### src/inc/phas_pkg.sv
// Constants for the processor-hot alert status register block
package phas_pkg;
  // Register command code and layout
  localparam logic [7:0] PHAS_CMD_STATUS = 8'h21;
  localparam logic [15:0] PHAS_RESET_VAL = 16'ha800;
  localparam logic [15:0] PHAS_WR_MASK = 16'h7b80;
  localparam int PHAS_BIT_RSVD_HI = 15;
  localparam int PHAS_BIT_EXT_EN = 14;
  localparam int PHAS_BIT_WIDTH_HI = 13;
  localparam int PHAS_BIT_WIDTH_LO = 12;
  localparam int PHAS_BIT_CLEAR = 11;
  localparam int PHAS_BIT_FAIL = 9;
  localparam int PHAS_BIT_EXIT = 8;
  localparam int PHAS_BIT_VREG = 7;
  localparam int PHAS_NUM_SRC = 8;
  // Reset values of the writable fields
  localparam logic PHAS_EXT_EN_RST = 1'b0;
  localparam logic [1:0] PHAS_WIDTH_RST = 2'h2;
  localparam logic PHAS_CLEAR_IDLE = 1'b1;
  // Pulse width codes
  localparam logic [1:0] PHAS_W_100US = 2'h0;
  localparam logic [1:0] PHAS_W_1MS = 2'h1;
  localparam logic [1:0] PHAS_W_10MS = 2'h2;
  localparam logic [1:0] PHAS_W_5S = 2'h3;
  // Timing, each in its own unit, then in cycles of the 50 MHz clock
  localparam int PHAS_CLK_HZ = 50_000_000;
  localparam int PHAS_T_100US_US = 100;
  localparam int PHAS_T_1MS_MS = 1;
  localparam int PHAS_T_10MS_MS = 10;
  localparam int PHAS_T_5S_S = 5;
  localparam int PHAS_CYC_100US = PHAS_T_100US_US * (PHAS_CLK_HZ / 1_000_000);
  localparam int PHAS_CYC_1MS = PHAS_T_1MS_MS * (PHAS_CLK_HZ / 1_000);
  localparam int PHAS_CYC_10MS = PHAS_T_10MS_MS * (PHAS_CLK_HZ / 1_000);
  localparam int PHAS_CYC_5S = PHAS_T_5S_S * PHAS_CLK_HZ;
  localparam int PHAS_TMR_W = 28;
  // Consecutive failed loads that trip the assist failure
  localparam int PHAS_FAIL_LIMIT = 7;
  localparam int PHAS_FCNT_W = 3;
endpackage

### src/logic/phas_status.sv
// Processor-hot alert status register with pulse timer and assist-mode supervision
`timescale 1ns/1ns

// How it works
// Register 21h resets to A800h, fixed bits.
// Extension on: pin low until clear written.
// Width field picks minimum pulse length.
// Writing clear zero ends pulse, pin high.
// Seven consecutive failed loads set fail flag.
// Failure latches assist off until flag cleared.
// Host disable or fault exits assist mode.
// Exit sets flag, holds pin low until cleared.
// Low byte reports eight alert trigger flags.
// Writes touch only bits 14-11, 9, 8, 7.
module phas_status #(
  parameter int CYC_100US = phas_pkg::PHAS_CYC_100US, // Shortenable pulse lengths
  parameter int CYC_1MS = phas_pkg::PHAS_CYC_1MS,
  parameter int CYC_10MS = phas_pkg::PHAS_CYC_10MS,
  parameter int CYC_5S = phas_pkg::PHAS_CYC_5S
) (
  // Clock and reset
  input wire logic clk_in,
  input wire logic rst_n_in,
  // Register access by command code
  input wire logic reg_wr_in,
  input wire logic reg_rd_in,
  input wire logic [7:0] reg_cmd_in,
  input wire logic [15:0] reg_wdata_in,
  output logic [15:0] reg_rdata_out,
  output logic reg_rvalid_out,
  // Alert sources from the charger, asynchronous levels
  input wire logic [7:0] alert_src_in,
  // Capacitor-assist supervision, asynchronous levels
  input wire logic assist_req_in,
  input wire logic charger_fault_in,
  input wire logic load_fail_in,
  input wire logic load_ok_in,
  // Outputs
  output logic cap_assist_mode_out,
  output logic proc_hot_alert_pin_n_out
);

  localparam int NS = phas_pkg::PHAS_NUM_SRC;
  localparam int TW = phas_pkg::PHAS_TMR_W;
  localparam int FW = phas_pkg::PHAS_FCNT_W;
  localparam int SW = NS + 4;

  // Two-stage synchroniser for every asynchronous input
  logic [SW-1:0] sync1_r;
  logic [SW-1:0] sync2_r;
  logic [SW-1:0] prev_r; // Previous synchronised value, for edges

  // Synchronise pins; first stage feeds only the second
  always_ff @(posedge clk_in) begin
    if (!rst_n_in) begin
      sync1_r <= '0;
      sync2_r <= '0;
      prev_r <= '0;
    end else begin
      sync1_r <= {load_ok_in, load_fail_in, charger_fault_in, assist_req_in, alert_src_in};
      sync2_r <= sync1_r;
      prev_r <= sync2_r;
    end
  end

  // Decoded synchronised signals
  logic [NS-1:0] src_s;
  logic [NS-1:0] src_rise;
  logic req_s;
  logic fault_s;
  logic fail_ev;
  logic ok_ev;
  assign src_s = sync2_r[NS-1:0];
  assign src_rise = sync2_r[NS-1:0] & ~prev_r[NS-1:0];
  assign req_s = sync2_r[NS];
  assign fault_s = sync2_r[NS+1];
  assign fail_ev = sync2_r[NS+2] & ~prev_r[NS+2];
  assign ok_ev = sync2_r[NS+3] & ~prev_r[NS+3];

  // Register state
  logic ext_en_r, ext_en_nxt; // Pulse extension enable
  logic [1:0] width_r, width_nxt; // Minimum pulse width code
  logic clear_r, clear_nxt; // Pulse clear, idle high
  logic fail_r, fail_nxt; // Assist failure flag
  logic exit_r, exit_nxt; // Assist exit flag
  logic [NS-1:0] trig_r, trig_nxt; // Trigger flags
  logic mode_r, mode_nxt; // Capacitor-assist mode active
  logic [FW-1:0] fcnt_r, fcnt_nxt; // Consecutive failed loads
  logic ext_low_r, ext_low_nxt; // Extended pulse holding pin low
  logic [TW-1:0] tmr_r, tmr_nxt; // Minimum pulse timer
  logic pin_n_r, pin_n_nxt; // Alert pin, active low
  logic [15:0] rdata_r, rdata_nxt;
  logic rvalid_r, rvalid_nxt;

  // Access decode
  logic hit;
  logic wr;
  logic rd;
  logic [15:0] rd_word;
  logic [TW-1:0] width_cyc;
  assign hit = reg_cmd_in == phas_pkg::PHAS_CMD_STATUS;
  assign wr = reg_wr_in && hit;
  assign rd = reg_rd_in && hit;

  // Readback word: top bit one, bit 10 zero
  always_comb begin
    rd_word = '0;
    rd_word[phas_pkg::PHAS_BIT_RSVD_HI] = 1'b1;
    rd_word[phas_pkg::PHAS_BIT_EXT_EN] = ext_en_r;
    rd_word[phas_pkg::PHAS_BIT_WIDTH_HI:phas_pkg::PHAS_BIT_WIDTH_LO] = width_r;
    rd_word[phas_pkg::PHAS_BIT_CLEAR] = clear_r;
    rd_word[phas_pkg::PHAS_BIT_FAIL] = fail_r;
    rd_word[phas_pkg::PHAS_BIT_EXIT] = exit_r;
    rd_word[NS-1:0] = trig_r;
  end

  // Width code to cycle count
  always_comb begin
    unique case (width_r)
      phas_pkg::PHAS_W_100US: width_cyc = TW'(CYC_100US);
      phas_pkg::PHAS_W_1MS: width_cyc = TW'(CYC_1MS);
      phas_pkg::PHAS_W_10MS: width_cyc = TW'(CYC_10MS);
      default: width_cyc = TW'(CYC_5S);
    endcase
  end

  // Next state of the whole block
  always_comb begin
    ext_en_nxt = ext_en_r;
    width_nxt = width_r;
    clear_nxt = clear_r;
    fail_nxt = fail_r;
    exit_nxt = exit_r;
    trig_nxt = trig_r;
    fcnt_nxt = fcnt_r;
    ext_low_nxt = ext_low_r;
    tmr_nxt = tmr_r;
    rdata_nxt = rdata_r;
    rvalid_nxt = 1'b0;
    // Host write: only the writable field bits take effect
    if (wr) begin
      ext_en_nxt = reg_wdata_in[phas_pkg::PHAS_BIT_EXT_EN];
      width_nxt = reg_wdata_in[phas_pkg::PHAS_BIT_WIDTH_HI:phas_pkg::PHAS_BIT_WIDTH_LO];
      clear_nxt = reg_wdata_in[phas_pkg::PHAS_BIT_CLEAR];
      // Flags are cleared by writing zero; writing one leaves them
      if (!reg_wdata_in[phas_pkg::PHAS_BIT_FAIL]) begin
        fail_nxt = 1'b0;
      end
      if (!reg_wdata_in[phas_pkg::PHAS_BIT_EXIT]) begin
        exit_nxt = 1'b0;
      end
      if (!reg_wdata_in[phas_pkg::PHAS_BIT_VREG]) begin
        trig_nxt[phas_pkg::PHAS_BIT_VREG] = 1'b0;
      end
    end
    // Read returns the word; read-only triggers clear after being read
    if (rd) begin
      rdata_nxt = rd_word;
      rvalid_nxt = 1'b1;
      trig_nxt[NS-2:0] = '0;
    end else if (reg_rd_in) begin
      rdata_nxt = '0; // Unknown command reads as zero
      rvalid_nxt = 1'b1;
    end
    // Clear written to zero ends an extended pulse and returns to idle
    if (clear_r == 1'b0) begin
      ext_low_nxt = 1'b0;
      clear_nxt = phas_pkg::PHAS_CLEAR_IDLE;
    end
    // Pulse timer counts down
    if (tmr_r != '0) begin
      tmr_nxt = tmr_r - TW'(1);
    end
    // Source rising edges and high levels set flags, winning over any clear
    trig_nxt = trig_nxt | src_rise | src_s;
    if (src_rise != '0) begin
      if (ext_en_r) begin
        ext_low_nxt = 1'b1;
      end else begin
        tmr_nxt = width_cyc;
      end
    end
    // Consecutive failed loads while assisting
    if (mode_r && ok_ev) begin
      fcnt_nxt = '0;
    end else if (mode_r && fail_ev) begin
      if (fcnt_r == FW'(phas_pkg::PHAS_FAIL_LIMIT - 1)) begin
        fail_nxt = 1'b1;
        fcnt_nxt = '0;
      end else begin
        fcnt_nxt = fcnt_r + FW'(1);
      end
    end
    // Mode runs while requested, fault free and not failed
    mode_nxt = req_s && !fault_s && !fail_r && !fail_nxt;
    if (mode_r && !mode_nxt) begin
      exit_nxt = 1'b1;
    end
    // Pin low while any pulse or the exit flag holds it
    pin_n_nxt = !(ext_low_nxt || tmr_nxt != '0 || exit_nxt);
  end

  // Register all state
  always_ff @(posedge clk_in) begin
    if (!rst_n_in) begin
      ext_en_r <= phas_pkg::PHAS_EXT_EN_RST;
      width_r <= phas_pkg::PHAS_WIDTH_RST;
      clear_r <= phas_pkg::PHAS_CLEAR_IDLE;
      fail_r <= 1'b0;
      exit_r <= 1'b0;
      trig_r <= '0;
      mode_r <= 1'b0;
      fcnt_r <= '0;
      ext_low_r <= 1'b0;
      tmr_r <= '0;
      pin_n_r <= 1'b1;
      rdata_r <= '0;
      rvalid_r <= 1'b0;
    end else begin
      ext_en_r <= ext_en_nxt;
      width_r <= width_nxt;
      clear_r <= clear_nxt;
      fail_r <= fail_nxt;
      exit_r <= exit_nxt;
      trig_r <= trig_nxt;
      mode_r <= mode_nxt;
      fcnt_r <= fcnt_nxt;
      ext_low_r <= ext_low_nxt;
      tmr_r <= tmr_nxt;
      pin_n_r <= pin_n_nxt;
      rdata_r <= rdata_nxt;
      rvalid_r <= rvalid_nxt;
    end
  end

  // Outputs straight from flip-flops
  assign reg_rdata_out = rdata_r;
  assign reg_rvalid_out = rvalid_r;
  assign cap_assist_mode_out = mode_r;
  assign proc_hot_alert_pin_n_out = pin_n_r;
endmodule

### config.mk
export PLATFORM = sky130hd
export DESIGN_NAME = phas_status
export DESIGN_NICKNAME = d
export VERILOG_FILES = /design/src/inc/phas_pkg.sv /design/src/logic/phas_status.sv
export SDC_FILE = /design/constraint.sdc
export NUM_CORES = 1
export LEC_CHECK = 0
export BUFFER_PORTS_ARGS = -buffer_cell sky130_fd_sc_hd__buf_4
export CORE_ASPECT_RATIO = 0.8
export CORE_MARGIN = 2
export CORE_UTILIZATION = 56
export DETAILED_ROUTE_END_ITERATION = 7
export PLACE_DENSITY = 0.79
export SYNTH_ARGS = -nofsm -noshare
export SYNTH_HDL_FRONTEND = slang
export SYNTH_SLANG_ARGS = --single-unit
### constraint.sdc
create_clock -name clk_in -period 3.95 [get_ports clk_in]
set_input_delay 0.395 -clock clk_in [delete_from_list [all_inputs] [get_ports clk_in]]
set_output_delay 0.395 -clock clk_in [all_outputs]
set_load 0.03 [all_outputs]
==> metrics.log, run 1 <==
[metrics] Hold Vio Cnt, Final: 0
[metrics] Max stage delay on crit path: 0.70 ns
[metrics] number of synthesized register bits: 98
[metrics] DP Worst Slack: 0.6437 ns
[metrics] startpoint of the lowest-slack register-to-register path: tmr_r[6]
[metrics] Critical R2R Capture: proc_hot_alert_pin_n_out
[metrics] data arrival at the endpoint of the critical path: 3.64 ns
[metrics] most area-hungry cell type in the Yosys netlist: dfxtp_1
[metrics] most common flop cell mapped by yosys: dfxtp_1
[metrics] DRT Pass-1 Iters: 5
[metrics] number of buffers added to fix hold violations after cts: 0
[metrics] net count of the mapped netlist: 462
[metrics] total of buffers placed on input and output ports: 48
[metrics] fill cell count: 549
[metrics] critical path cell sequence: or4_1 > or4_4 > or4_4 > nor3_2 > xnor2_1 > nand3_1 > a211o_1 > o41ai_2
[metrics] commonest cells after routing, fill and taps aside: dfxtp_1, buf_4, nor2_1, and2_1, a21oi_1
[metrics] total negative setup slack: 0 ns
[metrics] antenna diode instance count: 0
[metrics] clk sinks: 98
[metrics] count of placed standard cells in the final layout, fillers left out: 550
[metrics] Max-Cap Viols: 0
[metrics] slew margin rel.: 30.72%
[metrics] synthesized area divided by synthesized cell count: 9.538 µm²
[metrics] power density relative to cell area: 443.0 nW/µm²
[metrics] Hold/Removal Path Class: in2reg
[metrics] nets: 506
[metrics] crit start category: flop
[metrics] HPWL Detailed: 6.147 mm
[metrics] Remaining DRCs: 0
[metrics] number of antenna violations at the first check in global routing: 0
[metrics] path depth of the worst reg2reg path: 8
[metrics] number of synthesized flops with an enable pin: 0
[metrics] drt total wl: 8.763 mm
[metrics] yosys warns: 0
[metrics] Chip Width: 97.89 µm
[metrics] setup repair bufs after CTS: 0
[metrics] post-placement cell count: 534
[metrics] Worst-Margin Slew: 1.035 ns
[metrics] per-cell routed wire length: 15.93 µm
[metrics] cell at the root of the clock tree: clkbuf_8
[metrics] Die Ht: 79.11 µm
[metrics] CP Capture Type: flop
[metrics] clock period minus worst slack: 3.360 ns
[metrics] number of standard-cell rows in the floorplan: 27
[metrics] number of global-route vias before repair: 2,964
[metrics] Vias/cell: 5.722
[metrics] Placed Area: 4378 µm²
[metrics] setup violation total in the final timing report: 0
[metrics] slowest cell on the critical path: or4_1
[metrics] reg2reg setup slack: 0.59 ns
[metrics] critical setup path kind: reg2reg
[metrics] top cell type's share of synthesized area: 49.68%
[metrics] Via Count: 3,147
[metrics] fraction of the cycle the final worst path needs: 85.06%
[metrics] wire length of the first global-routing pass: 14.27 mm
[metrics] unique cell type count in the Yosys netlist: 53
[metrics] maximum clock skew at final layout: 0.01401 ns
[metrics] Async SR Flop Fraction: 0%
[metrics] commonest non-fill, non-tap cell in the layout: dfxtp_1
[metrics] RSZ-0062 raised after global routing: no
[metrics] starting density of the core: 57.58%
[metrics] Netlist Area Pre-Place: 3949 µm²
[metrics] clock-pin transition on the worst setup and hold timing paths: 0.09 ns
[metrics] GP Congestion: 0.8813
[metrics] die area: 7743 µm²
[metrics] final slew viol count: 0
[metrics] Layout Area Growth over Synthesis: 15.81%
[metrics] TritonCTS clock tree: done
[metrics] total leakage power: 0.001935 µW
[metrics] latest clock arrival within the worst-skew pair: 0.38 ns
[metrics] Core Area: 6858 µm²
[metrics] slack of the critical path: 0.5903 ns
[metrics] total global routing track utilization: 23.21%
[metrics] critical path peak fanout: 8
[metrics] total gr overflow: 0
[metrics] most frequent CP cell: or4_4
[metrics] design area: 4573 µm²
[metrics] minimum hold slack: 0.2066 ns
[metrics] Gate Count Post-Synth: 414
[metrics] maximum number of pins on one net before global-route repair: 45
[metrics] ANT nets after route: 0
[metrics] sequential area share after synthesis: 49.68%
[metrics] maximum VDD drop: 316.1 µV
[metrics] total of cells resized after clock tree synthesis: 0
[metrics] leading cell types by total area after synthesis: dfxtp_1, and2_1, nor2_1, a22o_1, a21oi_1
[metrics] top-level port count: 59
[metrics] required time reported for the critical path endpoint: 4.23 ns
[metrics] Setup crit end: proc_hot_alert_pin_n_out
[metrics] ratio of cells with drive above 1 in the final layout: 17.71%
[metrics] number of buffers created by CTS: 9
[metrics] Bufs on Longest Clock Path: 2
[metrics] Starting DRT DRC Count: 246
[metrics] beginning of the critical path: tmr_r[6]
[metrics] Achievable Freq: 297.6 MHz
[metrics] status: complete, no violations
[metrics] CTS HTree Levels: 3
==> sequential cells by signal, indices dropped and copies added, names as in the netlist, 2 cells and up <==
name / cells
tmr_r: 28
reg_rdata_out: 15
sync1_r: 12
sync2_r: 12
prev_r: 10
trig_r: 8
fcnt_r: 3
width_r: 2
==> final cells by class <==
type / instances / area (µm²) / share of cell area (%)
inverters: 15 / 56.30 / 1.231
multi-input cells: 282 / 1861 / 40.68
well taps: 87 / 108.9 / 2.380
repair buffers: 52 / 390.4 / 8.536
flip-flops and latches: 98 / 1962 / 42.90
clock buffers: 10 / 137.6 / 3.010
clock inverters: 6 / 57.56 / 1.259
==> synthesized netlist by cell type, types with 3 or more instances <==
master	number
nor2b_1	4
nor2_1	49
ha_1	8
nor4_1	6
xor2_1	13
a22o_1	15
and4b_1	3
o22ai_1	5
nand3_1	10
or3_1	4
nand4_1	3
nor3_1	8
inv_1	15
dfxtp_1	98
a2111oi_0	3
nand2_1	17
xnor2_1	8
a21oi_1	24
o21ai_0	8
or4_1	4
mux2i_1	7
buf_2	5
and2_1	36
a211oi_1	3
clkbuf_1	12
a21o_1	8
o211ai_1	4
==> where the power goes <==
group | leakage, µW | internal (µW) | total, µW | switching (µW)
registers | 0.000803 | 1030 | 1070 | 37.2
logic | 0.00103 | 135 | 332 | 196
clock network | 0.000100 | 259 | 622 | 363
==> worst min-delay path by stage <==
stage,from,endpoint,cells past startpoint
3_5_place_dp,sync1_r[3],sync2_r[3],1
3_3_place_gp,sync1_r[0],sync2_r[0],1
5_1_grt,reg_wdata_in[11],clear_r,2
2_1_floorplan,sync1_r[0],sync2_r[0],1
4_1_cts,reg_wdata_in[11],clear_r,2
6_report,reg_wdata_in[11],clear_r,2
==> through the flow <==
| step | utilization, % | total power (µW) |
|---|---|---|
| global route | 66.68 | 2106 |
| CTS | 66.68 | 2027 |
| floorplan | - | 1318 |
| global placement | 63.84 | 1401 |
| finish | 66.68 | 2026 |
| detailed placement | 63.84 | 1413 |
==> worst max-delay path, delay by kind of cell (launching register included) <==
kind,cells,cell delay (ns)
DFF,1,0.33
and+or+nand+nor,5,2.18
xor gates and xnor gates,1,0.17
AOI/OAI and AO/OA,2,0.59
==> per-layer routing <==
metal / GRT usage (%) / routed length [µm] / vias up
met5: 0 / 0 / -
met3: 5.282 / 554 / 14
li1: - / - / 1535
met2: 36.51 / 3990 / 128
met4: 10.28 / 144 / 0
met1: 30.77 / 4073 / 1470
==> kinds of logic (layout without fill, tap and decap cells) <==
| group | count (synthesis) | count (layout) | synth area share [%] |
|---|---|---|---|
| buffers and inverters | 34 | 83 | 3.485 |
| AND/OR/NAND/NOR | 162 | 162 | 22.81 |
| flip-flops | 98 | 98 | 49.68 |
| XOR/XNOR | 21 | 21 | 4.658 |
| adder cells (fa/ha/maj) | 8 | 8 | 2.535 |
| AO/OA/AOI/OAI | 83 | 83 | 14.96 |
| other | 1 | 1 | 0.09497 |
| multiplexers | 7 | 7 | 1.774 |
No activity file was read; power rests on OpenSTA's default activity.
==> inputs of run 2 (changes only) <==
- REMOVE_ABC_BUFFERS: not set -> 1
==> run 2 against run 1 <==
Net effect:
- worst setup slack got worse by 0.035 ns
- critical path depth is 3 higher
- cell area barely moved
- sequential power hardly changed
- non-clock buffer count grew 1
- die area unchanged
- power increased by 0.11%
- via count increased by 1.8%
- sequential share of layout area is essentially flat
- critical path type unchanged
- largest cell class unchanged
- largest power group unchanged
- highest routed layer unchanged
==> metrics.log, run 2 (same netlist as run 1, synthesis figures left out) <==
[metrics] status: complete, no violations
[metrics] ratio of cells with drive above 1 in the final layout: 17.67% (-0.038 points)
[metrics] design area: 4572 µm² (about the same)
[metrics] switching part of the total power: 30.28% (+0.82 points)
[metrics] minimum hold slack: 0.2163 ns (+0.009652 ns)
[metrics] clk sinks: 98 (unchanged)
[metrics] drt total wl: 9.196 mm (+4.9%)
[metrics] Hold/Removal Path Class: in2reg
[metrics] data arrival at the endpoint of the critical path: 3.67 ns (+0.03 ns)
[metrics] Layout Area Growth over Synthesis: 15.78% (about the same)
[metrics] total gr overflow: 0 (unchanged)
[metrics] Core Area: 6858 µm² (unchanged)
[metrics] Via Count: 3,204 (+1.8%)
[metrics] nets: 507 (+0.20%)
[metrics] Worst-Margin Slew: 0.8862 ns (-0.1491 ns)
[metrics] total global routing track utilization: 24.91% (+1.7 points)
[metrics] DP Worst Slack: 0.6317 ns (-0.01199 ns)
[metrics] number of flip-flops in the largest register: 28 (unchanged)
[metrics] slowest cell on the critical path: a2111oi_0
[metrics] maximum clock skew at final layout: 0.01036 ns (-0.003645 ns)
[metrics] number of buffers added to fix hold violations after cts: 0 (unchanged)
[metrics] Max stage delay on crit path: 0.76 ns (+0.06 ns)
[metrics] top-level port count: 59 (unchanged)
[metrics] HPWL Detailed: 6.432 mm (+4.6%)
[metrics] CTS HTree Levels: 3 (unchanged)
[metrics] fraction of the cycle the final worst path needs: 85.95% (+0.90 points)
[metrics] setup violation total in the final timing report: 0 (unchanged)
[metrics] combinational fraction of design power: 16.7% (+0.3 points)
[metrics] wire length of the first global-routing pass: 15.18 mm (+6.4%)
[metrics] cell at the root of the clock tree: clkbuf_8
[metrics] Bufs on Longest Clock Path: 2 (unchanged)
[metrics] total of cells resized after clock tree synthesis: 0 (unchanged)
[metrics] Chip Width: 97.89 µm (unchanged)
[metrics] number of buffers created by CTS: 9 (unchanged)
[metrics] starting density of the core: 57.58% (unchanged)
[metrics] Max-Cap Viols: 0 (unchanged)
[metrics] GP Congestion: 0.9454 (+7.3%)
[metrics] Remaining DRCs: 0 (unchanged)
[metrics] Biggest register: tmr_r
[metrics] Starting DRT DRC Count: 252 (+2.4%)
[metrics] commonest cells after routing, fill and taps aside: dfxtp_1, buf_4, nor2_1, and2_1, a21oi_1
[metrics] clock network power share: 30.4% (-0.3 points)
[metrics] power density relative to cell area: 443.6 nW/µm² (+0.14%)
[metrics] critical path peak fanout: 7 (-1)
[metrics] crit start category: flop
[metrics] total net switching power: 614.2 µW (+2.9%)
[metrics] antenna diode instance count: 0 (unchanged)
[metrics] fin util: 66.67% (about the same)
[metrics] total negative setup slack: 0 ns (unchanged)
[metrics] required time reported for the critical path endpoint: 4.23 ns (about the same)
[metrics] slack of the critical path: 0.5548 ns (-0.03546 ns)
[metrics] Placed Area: 4385 µm² (+0.17%)
[metrics] number of global-route vias before repair: 3,114 (+5.1%)
[metrics] CP Capture Type: flop
[metrics] Achievable Freq: 294.5 MHz (-1.0%)
[metrics] per-cell routed wire length: 16.69 µm (+4.8%)
[metrics] slew margin rel.: 40.70% (+10 points)
[metrics] Vias/cell: 5.815 (+1.6%)
[metrics] clock period minus worst slack: 3.395 ns (+0.03545 ns)
[metrics] commonest non-fill, non-tap cell in the layout: dfxtp_1
[metrics] number of standard-cell rows in the floorplan: 27 (unchanged)
[metrics] TritonCTS clock tree: done
[metrics] Die Ht: 79.11 µm (unchanged)
[metrics] RSZ-0062 raised after global routing: no
[metrics] total of buffers placed on input and output ports: 48 (unchanged)
[metrics] part of the total power dissipated in sequential elements: 52.9% (about the same)
[metrics] critical path cell sequence: inv_1 > ha_1 > nor4b_1 > buf_4 > and4b_1 > a2111oi_0 > xor2_1 > a21oi_1 > o2111ai_1 > a211o_1 > o41ai_2
[metrics] maximum VDD drop: 323.2 µV (+2.3%)
[metrics] die area: 7743 µm² (unchanged)
[metrics] Hold Vio Cnt, Final: 0 (unchanged)
[metrics] critical setup path kind: reg2reg
[metrics] number of antenna violations at the first check in global routing: 0 (unchanged)
[metrics] Cell Int Power: 1414 µW (-1.1%)
[metrics] ANT nets after route: 0 (unchanged)
[metrics] final slew viol count: 0 (unchanged)
[metrics] maximum number of pins on one net before global-route repair: 46 (+2.2%)
[metrics] DRT Pass-1 Iters: 5 (unchanged)
[metrics] setup repair bufs after CTS: 0 (unchanged)
[metrics] total leakage power: 0.001930 µW (-0.23%)
[metrics] clock-pin transition on the worst setup and hold timing paths: 0.10 ns (about the same)
[metrics] latest clock arrival within the worst-skew pair: 0.37 ns (about the same)
run 2: cell types whose count changed in the layout (fill, tap and decap cells not counted):
cell and change:
clkbuf_1 +1, inv_8 -2, clkbuf_8 -1, clkinvlp_4 +1, inv_6 +3, clkinv_4 -3
buf_4 +1, clkinv_8 +1
run 2: final cells by class:
cell class / instances / area (µm²)
fill: 561 / 2286
sequential: 98 / 1962
multi-input combinational: 282 / 1861
timing repair buffer: 53 / 397.9
clock buffer: 10 / 127.6
tap: 87 / 108.9
clock inverter: 6 / 58.81
inverter: 15 / 56.30
run 2: metal layers:
| metal | routed length, µm | vias up | track usage [%] | share of wire, % |
|---|---|---|---|---|
| met5 | 0 | - | 0 | 0 |
| met4 | 155 | 0 | 7.083 | 1.7 |
| met3 | 699 | 18 | 6.338 | 7.6 |
| met2 | 4109 | 133 | 40.07 | 45 |
| met1 | 4232 | 1517 | 33.48 | 46 |
| li1 | - | 1536 | - | - |
run 2: critical path, delay by kind of cell, from the launching register on:
kind                       cells  cell delay, ns
DFF                            1            0.42
AOI/OAI and AO/OA              5            1.82
xor gates and xnor gates       1            0.14
buffers and inverters          2            0.29
and+or+nand+nor                2            0.43
adders and majority gates      1            0.21
run 2: final timing paths:
kind                                 startpoint                       end  slack [ns]  depth (start not counted)
worst min-delay path            alert_src_in[6]                sync1_r[6]        0.22                          2
worst max-delay path                   tmr_r[0]  proc_hot_alert_pin_n_out        0.55                         11
worst min register to register       sync1_r[0]                sync2_r[0]        0.44                          1
worst max register to register         tmr_r[0]  proc_hot_alert_pin_n_out        0.55                         11
run 2: stage by stage:
step                      power [µW]  std cells
after floorplan                 1304        395
after detailed placement        1421        535
after global routing            2102        551
final                           2028        551
after CTS                       2019        551
after global placement          1412        535
run 2: power by group through the flow:
stage,combinational (µW),clock (µW),sequential (µW)
after floorplan,218,0,1090
after global placement,320,0,1090
after detailed placement,327,0,1090
after CTS,330,618,1070
after global routing,368,656,1080
final,339,616,1070
